--- config.mk ---
export PLATFORM = sky130hd
export DESIGN_NAME = csg_status_top
export DESIGN_NICKNAME = d
export VERILOG_FILES = /design/src/design/csg_pkg.sv /design/src/design/csg_status_top.sv /design/src/design/csg_event_group.sv
export SDC_FILE = /design/constraint.sdc
export NUM_CORES = 1
export LEC_CHECK = 0
export BUFFER_PORTS_ARGS = -buffer_cell sky130_fd_sc_hd__clkbuf_2
export CELL_PAD_IN_SITES_DETAIL_PLACEMENT = 1
export CELL_PAD_IN_SITES_GLOBAL_PLACEMENT = 1
export CORE_ASPECT_RATIO = 1.2
export CORE_MARGIN = 10
export CORE_UTILIZATION = 40
export CTS_CLUSTER_DIAMETER = 30
export DETAILED_ROUTE_END_ITERATION = 16
export PLACE_DENSITY_LB_ADDON = 0.2
export SYNTH_ARGS = -nofsm -noshare
export SYNTH_HDL_FRONTEND = slang
export SYNTH_HIERARCHICAL = 1
export SYNTH_SLANG_ARGS = --single-unit
--- constraint.sdc ---
create_clock -name clk_sys_i -period 1.95 [get_ports clk_sys_i]
set_input_delay 0.2925 -clock clk_sys_i [delete_from_list [all_inputs] [get_ports clk_sys_i]]
set_output_delay 0.2925 -clock clk_sys_i [all_outputs]
set_load 0.1 [all_outputs]
--- src/design/csg_pkg.sv ---
// Shared constants for the call state and questionable status groups.
// Assumes a command parser upstream that decodes status commands into
// a group select, a register select, a write flag and a 16-bit value.
`default_nettype none

package csg_pkg;

    // Width of every status register
    localparam int unsigned WORD_W = 16;

    // Group select codes on the command port
    localparam logic GRP_QUES = 1'b0;
    localparam logic GRP_CALL = 1'b1;

    // Register select codes on the command port
    localparam logic [2:0] REG_COND = 3'h0;
    localparam logic [2:0] REG_PTR = 3'h1;
    localparam logic [2:0] REG_NTR = 3'h2;
    localparam logic [2:0] REG_EVENT = 3'h3;
    localparam logic [2:0] REG_ENABLE = 3'h4;

    // Reserved top bit, always zero in every condition register
    localparam int unsigned RSVD_BIT = 15;

    // Call state condition bit positions
    localparam int unsigned CALL_CONNECT_BIT = 5;
    localparam int unsigned CALL_ACCESS_BIT = 4;
    localparam int unsigned CALL_PAGE_BIT = 3;
    localparam int unsigned CALL_REGISTER_BIT = 1;
    localparam int unsigned CALL_ACTIVE_BIT = 0;

    // Questionable condition bit carrying the calibration summary
    localparam int unsigned QUES_CAL_BIT = 8;

    // Bits that exist in each group; all others read zero in the condition and event registers
    localparam logic [15:0] CALL_USED_MASK = 16'h003b;
    localparam logic [15:0] QUES_USED_MASK = 16'h0100;

    // Values after reset
    localparam logic [15:0] RST_COND = 16'h0000;
    localparam logic [15:0] RST_PTR = 16'hffff;
    localparam logic [15:0] RST_NTR = 16'h0000;
    localparam logic [15:0] RST_EVENT = 16'h0000;
    localparam logic [15:0] RST_ENABLE = 16'h0000;
    localparam logic [15:0] RST_RDATA = 16'h0000;

endpackage

`default_nettype wire

--- src/design/csg_status_top.sv ---
// Top of the questionable and call state status groups with the
// command port that a status command parser drives.
// Assumes the parser, indicators and calibration summary share clk_sys_i,
// so none of these inputs is synchronised here.
`default_nettype none

module csg_status_top
    import csg_pkg::*;
(
    // Clock and reset
    input wire logic clk_sys_i,
    input wire logic reset_i,
    // Decoded status command
    input wire logic cmd_valid_i,
    input wire logic cmd_write_i,
    input wire logic cmd_group_i,
    input wire logic [2:0] cmd_reg_i,
    input wire logic [15:0] cmd_wdata_i,
    // Clear-status common command strobe
    input wire logic clear_status_i,
    // Call subsystem state indicators
    input wire logic call_connect_i,
    input wire logic call_access_i,
    input wire logic call_page_i,
    input wire logic call_register_i,
    input wire logic call_active_i,
    // Calibration group summary
    input wire logic cal_summary_i,
    // Query answer
    output logic rsp_valid_o,
    output logic [15:0] rsp_data_o,
    // Group summaries
    output logic ques_summary_o,
    output logic call_summary_o
);

    // All state of the top: the answer register
    typedef struct packed {
        logic rsp_valid;
        logic [15:0] rsp_data;
    } csg_top_s;

    localparam csg_top_s TOP_RST = '{rsp_valid: 1'b0, rsp_data: RST_RDATA};

    csg_top_s state_q; // Registered answer
    csg_top_s state_d; // Next answer
    logic [15:0] call_cond_raw; // Call condition before the group
    logic [15:0] ques_cond_raw; // Questionable condition before the group
    logic ques_wr; // Write strobe to questionable group
    logic ques_rd; // Query strobe to questionable group
    logic call_wr; // Write strobe to call group
    logic call_rd; // Query strobe to call group
    logic [15:0] ques_rdata; // Questionable read value
    logic [15:0] call_rdata; // Call read value
    logic [15:0] ques_cond; // Questionable registered condition
    logic [15:0] call_cond; // Call registered condition

    // Condition assembly and command decode
    always_comb
    begin
        call_cond_raw = 16'h0000;
        call_cond_raw[CALL_CONNECT_BIT] = call_connect_i;
        call_cond_raw[CALL_ACCESS_BIT] = call_access_i;
        call_cond_raw[CALL_PAGE_BIT] = call_page_i;
        call_cond_raw[CALL_REGISTER_BIT] = call_register_i;
        call_cond_raw[CALL_ACTIVE_BIT] = call_active_i;
        ques_cond_raw = 16'h0000;
        ques_cond_raw[QUES_CAL_BIT] = cal_summary_i;
        // Strobes reach only the selected group
        ques_wr = cmd_valid_i && cmd_write_i && cmd_group_i == GRP_QUES;
        call_wr = cmd_valid_i && cmd_write_i && cmd_group_i == GRP_CALL;
        ques_rd = cmd_valid_i && !cmd_write_i && cmd_group_i == GRP_QUES;
        call_rd = cmd_valid_i && !cmd_write_i && cmd_group_i == GRP_CALL;
    end

    // Answer: one cycle after each query, writes get no answer
    always_comb
    begin
        state_d = state_q;
        state_d.rsp_valid = cmd_valid_i && !cmd_write_i;
        if (cmd_valid_i && !cmd_write_i)
        begin
            // Sampled before any clear that the same query causes
            state_d.rsp_data = (cmd_group_i == GRP_CALL) ? call_rdata : ques_rdata;
        end
    end

    // Answer register
    always_ff @(posedge clk_sys_i or posedge reset_i)
    begin
        if (reset_i)
        begin
            state_q <= TOP_RST;
        end
        else
        begin
            state_q <= state_d;
        end
    end

    assign rsp_valid_o = state_q.rsp_valid;
    assign rsp_data_o = state_q.rsp_data;

    csg_event_group #(
        .USED_MASK(QUES_USED_MASK)
    ) u_ques_group (
        .clk_sys_i(clk_sys_i),
        .reset_i(reset_i),
        .cond_i(ques_cond_raw),
        .wr_i(ques_wr),
        .rd_i(ques_rd),
        .sel_i(cmd_reg_i),
        .wdata_i(cmd_wdata_i),
        .cls_i(clear_status_i),
        .rdata_o(ques_rdata),
        .cond_o(ques_cond),
        .summary_o(ques_summary_o)
    );

    csg_event_group #(
        .USED_MASK(CALL_USED_MASK)
    ) u_call_group (
        .clk_sys_i(clk_sys_i),
        .reset_i(reset_i),
        .cond_i(call_cond_raw),
        .wr_i(call_wr),
        .rd_i(call_rd),
        .sel_i(cmd_reg_i),
        .wdata_i(cmd_wdata_i),
        .cls_i(clear_status_i),
        .rdata_o(call_rdata),
        .cond_o(call_cond),
        .summary_o(call_summary_o)
    );
endmodule

`default_nettype wire

--- src/design/csg_event_group.sv ---
// One status group: condition, two transition filters, sticky event
// register, enable mask and a registered summary bit.
// Assumes strobes wr_i and rd_i last one cycle and come from the same clock.
`default_nettype none

module csg_event_group
    import csg_pkg::*;
#(
    parameter logic [15:0] USED_MASK = 16'h0000
)
(
    // Clock and reset
    input wire logic clk_sys_i,
    input wire logic reset_i,
    // Live condition levels from the subsystem
    input wire logic [15:0] cond_i,
    // Register access from the command decoder
    input wire logic wr_i,
    input wire logic rd_i,
    input wire logic [2:0] sel_i,
    input wire logic [15:0] wdata_i,
    input wire logic cls_i,
    // Read value and status
    output logic [15:0] rdata_o,
    output logic [15:0] cond_o,
    output logic summary_o
);

    // All state of the group
    typedef struct packed {
        logic [15:0] cond;
        logic [15:0] ptr;
        logic [15:0] ntr;
        logic [15:0] event_r;
        logic [15:0] enable;
        logic summary;
    } csg_group_s;

    localparam csg_group_s GROUP_RST = '{cond: RST_COND, ptr: RST_PTR, ntr: RST_NTR,
        event_r: RST_EVENT, enable: RST_ENABLE, summary: 1'b0};

    csg_group_s state_q; // Registered state
    csg_group_s state_d; // Next state
    logic [15:0] cond_new; // Masked condition for this cycle
    logic [15:0] hits; // Edges that pass a filter
    logic clr; // Event clear request

    // Bits that pass a filter on a rise or a fall
    function automatic logic [15:0] csg_edge_hits(input logic [15:0] old_v,
        input logic [15:0] new_v, input logic [15:0] pf, input logic [15:0] nf);
        return (new_v & ~old_v & pf) | (~new_v & old_v & nf);
    endfunction

    // Next state of the group
    always_comb
    begin
        state_d = state_q;
        cond_new = cond_i & USED_MASK;
        cond_new[RSVD_BIT] = 1'b0;
        state_d.cond = cond_new;
        hits = csg_edge_hits(state_q.cond, cond_new, state_q.ptr, state_q.ntr) & USED_MASK;
        if (wr_i && sel_i == REG_PTR)
        begin
            state_d.ptr = wdata_i;
        end
        if (wr_i && sel_i == REG_NTR)
        begin
            state_d.ntr = wdata_i;
        end
        if (wr_i && sel_i == REG_ENABLE)
        begin
            state_d.enable = wdata_i;
        end
        clr = (rd_i && sel_i == REG_EVENT) || cls_i;
        state_d.event_r = (clr ? RST_EVENT : state_q.event_r) | hits;
        state_d.summary = |(state_d.event_r & state_d.enable);
    end

    // Read mux; the event value seen is the one before the clear
    always_comb
    begin
        case (sel_i)
            REG_COND: rdata_o = state_q.cond;
            REG_PTR: rdata_o = state_q.ptr;
            REG_NTR: rdata_o = state_q.ntr;
            REG_EVENT: rdata_o = state_q.event_r;
            REG_ENABLE: rdata_o = state_q.enable;
            // Unknown select answers zero
            default: rdata_o = RST_RDATA;
        endcase
    end

    // State register
    always_ff @(posedge clk_sys_i or posedge reset_i)
    begin
        if (reset_i)
        begin
            state_q <= GROUP_RST;
        end
        else
        begin
            state_q <= state_d;
        end
    end

    assign cond_o = state_q.cond;
    assign summary_o = state_q.summary;
endmodule

`default_nettype wire

==> results of run 1 <==
-- cell type report --
| class | instances | area (µm²) | area share |
|---|---|---|---|
| clock buffer | 21 | 460 | 0.0520 |
| sequential | 153 | 3870 | 0.437 |
| inverter | 4 | 18.8 | 0.00212 |
| multi-input combinational | 327 | 3170 | 0.358 |
| clock inverter | 11 | 123 | 0.0139 |
| timing repair buffer | 116 | 933 | 0.105 |
| tap | 220 | 275 | 0.0311 |
-- metal layers --
| metal | vias up | part of all wire | global-route usage |
|---|---|---|---|
| met3 | 22 | 0.041 | 0.0381 |
| met5 | - | 0 | 0 |
| met4 | 0 | 0.016 | 0.0534 |
| met1 | 2598 | 0.42 | 0.221 |
| li1 | 2148 | - | - |
| met2 | 101 | 0.52 | 0.299 |
-- layout by cell type (no fill, tap or decap), drive strengths merged, types with 3 or more instances in the layout --
| master | n |
|---|---|
| buf | 64 |
| nand3b | 6 |
| a22oi | 44 |
| a21o | 5 |
| clkinvlp | 5 |
| dfrtp | 121 |
| o21ai | 5 |
| clkbuf | 66 |
| mux2 | 134 |
| a221o | 3 |
| o22ai | 31 |
| dfstp | 32 |
| clkinv | 5 |
| inv | 3 |
| nor2 | 3 |
| nor2b | 7 |
| dlygate4sd3 | 7 |
| and2 | 26 |
| nand2 | 11 |
| mux2i | 27 |
| nor4bb | 5 |
-- critical path, stage by stage --
cell and delay, ns:
clkbuf_8 0.12, and3_4 0.18, nor4bb_4 0.24, buf_12 0.15, buf_12 0.10, mux2_4 0.30, a32o_1 0.25, a221o_1 0.25
or4_1 0.51
-- power by group --
group	internal (mW)	switching, mW
Clock	1.95	1.32
Sequential	3.75	0.305
Combinational	0.754	1.06
-- state kept, by name (all words and copies together) (netlist names) --
signal	cells
u_call_group/state_q	64
u_ques_group/state_q	64
rsp_data_o	16
u_call_group/cond_o	5
rsp_valid_o	1
u_call_group/summary_o	1
u_ques_group/cond_o	1
u_ques_group/summary_o	1
-- timing repair --
action / CTS / global route
cloned: 0 / 0
resized for setup: 7 / 15
endpoints found under the setup margin: 2 / 2
hold endpoints to repair: 30 / 0
hold buffers: 7 / 0
pin swaps: 7 / 6
setup buffers: 9 / 0
-- worst paths after layout --
check | startpoint | endpoint | cells after the start
max | cmd_group_i | u_call_group/summary_o$_DFF_PP0_ | 9
min | cmd_wdata_i[4] | u_call_group/state_q[5]$_DFF_PP0_ | 2
max reg2reg | u_ques_group/state_q[15]$_DFF_PP0_ | u_ques_group/summary_o$_DFF_PP0_ | 5
min in group asynchronous | reset_i | u_call_group/state_q[37]$_DFFE_PP0P_ | 3
min reg2reg | u_ques_group/state_q[47]$_DFFE_PP0P_ | u_ques_group/state_q[47]$_DFFE_PP0P_ | 1
max in group asynchronous | reset_i | u_call_group/state_q[61]$_DFFE_PP1P_ | 4
==> summary.md, run 1 <==
| Metric | Value |
|---|---|
| Status | finished with violations |
| Failing checks | negative setup slack |
| Largest net degree at the start of global routing | roughly 40 |
| Maximum VDD drop | between 600 and 700 µV |
| Routed vias | 4869 |
| Max Cap Viol | 0 |
| Clock slew at reported path FFs | ~0.060 ns |
| Fraction of layout instances using a drive strength above 1 | 0.502 |
| First-pass GRT wire length | around 32000 µm |
| DR iter-0 viols | between 200 and 300 |
| Crit path time final | about 2.1 ns |
| WP data arrival | 2.39 ns |
| CTS sink cnt | around 150 |
| Final instance area | 0.00885 mm² |
| CTS tree | built |
| Setup violators final | 2 |
| Crit path max fanout | 5 |
| Root Driver | clkbuf_16 |
| Worst Skew | 0.00770 ns |
| Avg Inst Size Synth | 13.7 µm² |
| Setup tns final | -0.246 ns |
| Gate Count Post-Synth | 522 |
| Fill cells | approximately 1800 |
| P_leak | ~4.0 nW |
| Port Buffers | slightly below 50 |
| Layout Nets | 650 |
| Core Footprint | about 0.018 mm² |
| Number of global-route vias before repair | about 5400 |
| RSZ-0062 raised after global routing | yes |
| Hold Fails Final Rpt | 0 |
| Vias/cell | between 5 and 6 |
| Clock latency on the worst-skew pair | 0.43 ns |
| Yosys warns | 6 |
| Die W | between 100 and 150 µm |
| Cell Area, Synth | 0.00716 mm² |
| Die span in y | between 150 and 200 µm |
| Worst hold slack | ~0.17 ns |
| Clock buffer depth | 2 |
| Worst setup SP type | input pin |
| P&R area growth vs syn | 23.6% |
| Slew @ Worst Pin | ~0.8 ns |
| Final worst slack | -0.138 ns |
| Post-Syn Nets | about 550 |
| Hold/Removal Path Class | in -> reg |
| Reg2Reg Setup Slack | 0.08 ns |
| Total CTS buffers | 17 |
| Gp weighted congestion | about 0.80 |
| F_max | about 480 MHz |
| GR Overflow Total | 0 |
| Period utilisation layout | 1.07 |
| Crit. End Element | flop |
| GRT Resource Usage Total | 0.178 |
| Rel. slew slack | 0.461 |
| # IOs | 50 |
| Htree depth | 4 |
| Fin cells | around 850 |
| Critical Path RT | about 2.3 ns |
| Placed instance area | between 0.008 and 0.009 mm² |
| Power Total | between 9 and 10 mW |
| Row Count | 53 |
| Antenna diode count | 0 |
| Effective utilization at floorplan | 0.407 |
| Drt drc | 0 |
| Detailed-placement wirelength estimate | between 10000 and 15000 µm |
| Max-slew violation count | 0 |
| Antenna violations before repair | 0 |
| WL per Instance | ~24 µm |
| Post-layout util | 0.504 |
| DRT Wirelength | 20600 µm |
| Pre-CTS setup slack | -0.639 ns |
| Kind of critical path | in -> reg |
| Pwr/cell area | about 1000 mW/mm² |
| Die footprint | ~0.024 mm² |
| First-pass iteration count of the detailed router | 4 |
| DRT antenna net count | 0 |
| Cell Count Post-Placement | a little over 800 |
Note: power is estimated with default switching activity, not from simulation.
==> inputs of run 2 (changes only) <==
ABC_AREA = 1   (was not set)
SETUP_SLACK_MARGIN = 0.2   (was not set)
==> summary.md, run 2 <==
| Metric | Value |
|---|---|
| Detailed-placement wirelength estimate | around 18000 µm |
| Antenna violations before repair | 0 |
| Clock latency on the worst-skew pair | approximately 0.43 ns |
| CP max-delay cell | clkbuf_2 |
| Layout Nets | between 1000 and 1500 |
| Cell Count Post-Placement | 1243 |
| Routed vias | between 6000 and 7000 |
| Post-layout util | 0.485 |
| WL per Instance | approximately 19 µm |
| Root Driver | clkbuf_16 |
| Clock buffer depth | 2 |
| Total CTS buffers | 17 |
| Yosys warns | 6 |
| Max-slew violation count | 0 |
| Setup tns final | 0 ns |
| DR iter-0 viols | 365 |
| Crit path max fanout | 2 |
| Pint | 6.28 mW |
| Commonest non-fill, non-tap cell in the layout | nand2_1 |
| Hold/Removal Path Class | in -> reg |
| Largest net degree at the start of global routing | 47 |
| Htree depth | 4 |
| Die footprint | 0.0250 mm² |
| CP max stage delay | a little under 0.5 ns |
| Row Count | 55 |
| Cts hold-fix bufs | 7 |
| Switch share | 0.313 |
| DRT Wirelength | between 20000 and 25000 µm |
| Worst setup SP type | flop |
| RSZ-0062 raised after global routing | no |
| Maximum VDD drop | 641 µV |
| Vias/cell | about 5.1 |
| Gp weighted congestion | 0.820 |
| WP data arrival | roughly 1.4 ns |
| Cell Area, Synth | 0.00762 mm² |
| Effective utilization at floorplan | 0.406 |
| Rel. slew slack | 0.500 |
| Clock slew at reported path FFs | approximately 0.060 ns |
| Clk pwr share | 0.384 |
| Die span in y | around 170 µm |
| Critical-path cell list | clkbuf_2 |
| P&R area growth vs syn | 19.6% |
| Buf/Inv on CP | 1 |
| F_max | around 610 MHz |
| Number of global-route vias before repair | between 7000 and 8000 |
| First-pass GRT wire length | a little under 40000 µm |
| GR Overflow Total | 0 |
| Avg Inst Size Synth | between 8 and 9 µm² |
| Crit. End Element | primary output |
| First-pass iteration count of the detailed router | 5 |
| Top delay family on crit path | buffers and inverters |
| Most frequent cells in the layout | nand2_1 (309), dfrtp_1 (121), inv_1 (118) |
| DRT antenna net count | 0 |
| CTS sink cnt | roughly 150 |
| Period utilisation layout | 0.844 |
| Post-CTS setup buffer count | 0 |
| GRT Resource Usage Total | 0.200 |
| Setup violators final | 0 |
| Kind of critical path | reg -> out |
| Status | finished clean |
| Pwr/cell area | 1000 mW/mm² |
| P_leak | around 4.7 nW |
| CTS tree | built |
| Comb power frac | 0.181 |
| Post-Syn Nets | slightly below 1000 |
| Drt drc | 0 |
| Fin cells | 1282 |
| Critical Path RT | ~1.7 ns |
| Core Footprint | about 0.019 mm² |
| Gate Count Post-Synth | between 900 and 1000 |
| Port Buffers | ~50 |
| Sw Pwr | between 2 and 3 mW |
| Sequential share of power | 0.435 |
| Slew @ Worst Pin | 0.745 ns |
| Post-cts sizing count | 0 |
| Crit path time final | roughly 1.6 ns |
| Die W | approximately 150 µm |
| Worst Skew | just over 0.008 ns |
| Antenna diode count | 0 |
| # IOs | 50 |
| Fraction of layout instances using a drive strength above 1 | 0.214 |
| Hold Fails Final Rpt | 0 |
| Max Cap Viol | 0 |
==> run 2: routing by layer <==
layer,track usage,routed length (µm),up-vias
li1,-,-,3147
met1,0.252,10900,3323
met2,0.348,12200,96
met3,0.0307,562,27
met4,0.0610,365,0
met5,0,0,-
==> run 2: final cells by class <==
| cell class | instances | area, µm² |
|---|---|---|
| clock buffers | 20 | 457 |
| clock inverters | 12 | 164 |
| fillers | 2255 | 9670 |
| inverters | 127 | 498 |
| multi-input cells | 604 | 2950 |
| flip-flops and latches | 153 | 3870 |
| well taps | 256 | 320 |
| repair buffers | 110 | 858 |
==> run 2: worst paths after layout <==
check                      depth (start not counted)                              endpoint  slack [ns]                                  from
min                                                3  u_call_group/state_q[52]$_DFFE_PP1P_        0.13                        cmd_wdata_i[3]
max reg2reg                                        8             rsp_data_o[1]$_DFFE_PP0P_        0.58     u_call_group/state_q[2]$_DFF_PP0_
min reg2reg                                        2  u_ques_group/state_q[56]$_DFFE_PP1P_        0.48  u_ques_group/state_q[56]$_DFFE_PP1P_
max in group asynchronous                          4  u_ques_group/state_q[53]$_DFFE_PP1P_        0.77                               reset_i
min in group asynchronous                          3  u_ques_group/state_q[42]$_DFFE_PP0P_        0.51                               reset_i
max                                                1                         rsp_data_o[5]        0.31             rsp_data_o[5]$_DFFE_PP0P_
==> run 2: power by group through the flow <==
stage          combinational [mW]  clock (mW)  sequential [mW]
6_report                     1.66        3.51             3.97
2_1_floorplan               0.841           0             4.29
4_1_cts                      1.68        3.57             3.97
5_1_grt                      1.85        3.72             4.02
3_3_place_gp                 1.61           0             4.01
3_5_place_dp                 1.65           0             4.02
==> run 2: through the flow <==
| step | setup slack, ns | power, mW | hold slack [ns] | cell area [µm²] |
|---|---|---|---|---|
| 6_report | 0.305 | 9.14 | 0.127 | 9110 |
| 5_1_grt | 0.293 | 9.59 | 0.142 | 9110 |
| 4_1_cts | 0.300 | 9.22 | 0.116 | 9110 |
| 3_5_place_dp | -0.0131 | 5.67 | 0.418 | 8420 |
| 3_3_place_gp | -0.00292 | 5.62 | 0.410 | 8420 |
| 2_1_floorplan | 0.219 | 5.13 | 0.219 | 7630 |
==> inputs of run 3 (changes only) <==
clock period = 1.6 ns   (was 1.95 ns; I/O delays follow)
==> summary.md, run 3 (synthesis results as in run 2) <==
| Metric | Value |
|---|---|
| Antenna violations before repair | 1 |
| Top delay family on crit path | flip-flops |
| Hold/Removal Path Class | in -> reg |
| Gp weighted congestion | 0.834 |
| Worst setup SP type | flop |
| CTS tree | built |
| Multi-input gate area | 0.00302 mm² |
| WL per Instance | roughly 18 µm |
| Die span in y | about 170 µm |
| Core Footprint | 0.0188 mm² |
| Setup violators final | 0 |
| Clock buffer depth | 2 |
| Pwr/cell area | roughly 1200 mW/mm² |
| Clock slew at reported path FFs | ~0.060 ns |
| Vias/cell | just over 5 |
| Max Cap Viol | 0 |
| Root Driver | clkbuf_16 |
| First-pass iteration count of the detailed router | 5 |
| Worst hold slack | ~0.082 ns |
| Die footprint | approximately 0.025 mm² |
| Die W | roughly 150 µm |
| Critical-path cell list | buf_6 |
| Effective utilization at floorplan | 0.406 |
| Max-slew violation count | 0 |
| Cell depth of the worst setup path | 1 |
| Worst Skew | around 0.0086 ns |
| Commonest non-fill, non-tap cell in the layout | nand2_1 |
| Slew @ Worst Pin | 0.454 ns |
| Routed vias | ~6700 |
| Port Buffers | 49 |
| Crit. End Element | primary output |
| Hold Fails Final Rpt | 0 |
| CTS sink cnt | around 150 |
| Reg2Reg Setup Slack | ~0.33 ns |
| GRT Resource Usage Total | 0.196 |
| First-pass GRT wire length | about 39000 µm |
| GR Overflow Total | 0 |
| RSZ-0062 raised after global routing | yes |
| DR iter-0 viols | roughly 410 |
| Htree depth | 4 |
| Placed instance area | 0.00866 mm² |
| Buf/Inv on CP | 1 |
| Detailed-placement wirelength estimate | about 18000 µm |
| CP max stage delay | between 0.4 and 0.5 ns |
| WP data arrival | 1.13 ns |
| Critical Path RT | 1.36 ns |
| Crit path time final | 1.37 ns |
| DRT Wirelength | about 24000 µm |
| Depth of the most critical reg-to-reg path | 10 |
| WHS Path Cells | 3 |
| Fill cells | between 2000 and 2500 |
| Row Count | 55 |
| Final instance area | ~0.0096 mm² |
| Sequential cell area | approximately 0.0039 mm² |
| P_leak | 4.97 nW |
| Maximum VDD drop | roughly 770 µV |
| Setup tns final | 0 ns |
| Status | finished clean |
| Number of global-route vias before repair | around 7200 |
| Drt drc | 0 |
| P&R area growth vs syn | 25.6% |
| CP max-delay cell | dfrtp_1 |
| Period utilisation layout | 0.858 |
| Crit path max fanout | 2 |
| Layout Nets | between 1000 and 1500 |
| Rel. slew slack | 0.697 |
| DRT antenna net count | 0 |
| F_max | approximately 730 MHz |
| Largest net degree at the start of global routing | 67 |
| Kind of critical path | reg -> out |
| Total CTS buffers | 17 |
| Fraction of layout instances using a drive strength above 1 | 0.255 |
| Clock latency on the worst-skew pair | about 0.43 ns |
| # IOs | 50 |
| Most frequent cells in the layout | nand2_1 (304), dfrtp_1 (121), inv_1 (117) |
## run 3: through the flow
stage | power, mW | std cells | util | worst slack (ns)
2_1_floorplan | 6.28 | 931 | - | 0.0944
3_3_place_gp | 6.92 | 1275 | 0.461 | -0.225
3_5_place_dp | 6.99 | 1275 | 0.461 | -0.264
4_1_cts | 11.6 | 1314 | 0.504 | 0.0998
5_1_grt | 12.0 | 1320 | 0.509 | 0.143
6_report | 11.5 | 1321 | 0.509 | 0.227
## run 3: report_power, final
part	internal, mW	switching, mW	total [mW]
registers	4.52	0.322	4.85
clock network	2.80	1.64	4.45
logic	0.716	1.49	2.20
## run 3: area by class of cell
type                    instances  share of cell area
clock buffers                  19              0.0463
inverters                     127              0.0520
multi-input cells             605               0.315
flip-flops and latches        153               0.404
diodes                          1            0.000262
clock inverters                13              0.0209
repair buffers                147               0.128
well taps                     256              0.0335
## run 3: path summary, 6_finish.rpt
check | from | to
worst min-delay path | cmd_wdata_i[4] | u_call_group/state_q[53]$_DFFE_PP1P_
worst min register to register | u_call_group/state_q[60]$_DFFE_PP1P_ | u_call_group/state_q[60]$_DFFE_PP1P_
worst max-delay path | rsp_data_o[5]$_DFFE_PP0P_ | rsp_data_o[5]
max in group asynchronous | reset_i | u_call_group/state_q[56]$_DFFE_PP1P_
min in group asynchronous | reset_i | u_call_group/state_q[41]$_DFFE_PP0P_
worst max register to register | u_call_group/state_q[34]$_DFFE_PP0P_ | u_call_group/summary_o$_DFF_PP0_
## run 3: metal layers
layer | global-route usage | share of wire | routed length, µm
met5 | 0 | 0 | 0
met3 | 0.0350 | 0.026 | 615
met2 | 0.353 | 0.52 | 12500
met4 | 0.0466 | 0.010 | 243
met1 | 0.238 | 0.44 | 10700
## run 3: timing repair
action                                  4_1_cts  5_1_grt
hold buffers                                  7        0
pin swaps                                     0       10
endpoints found under the hold margin        80        0
resized for setup                            28       23
endpoints found under the setup margin       20       22
cloned                                        0        2
setup buffers                                 0        4
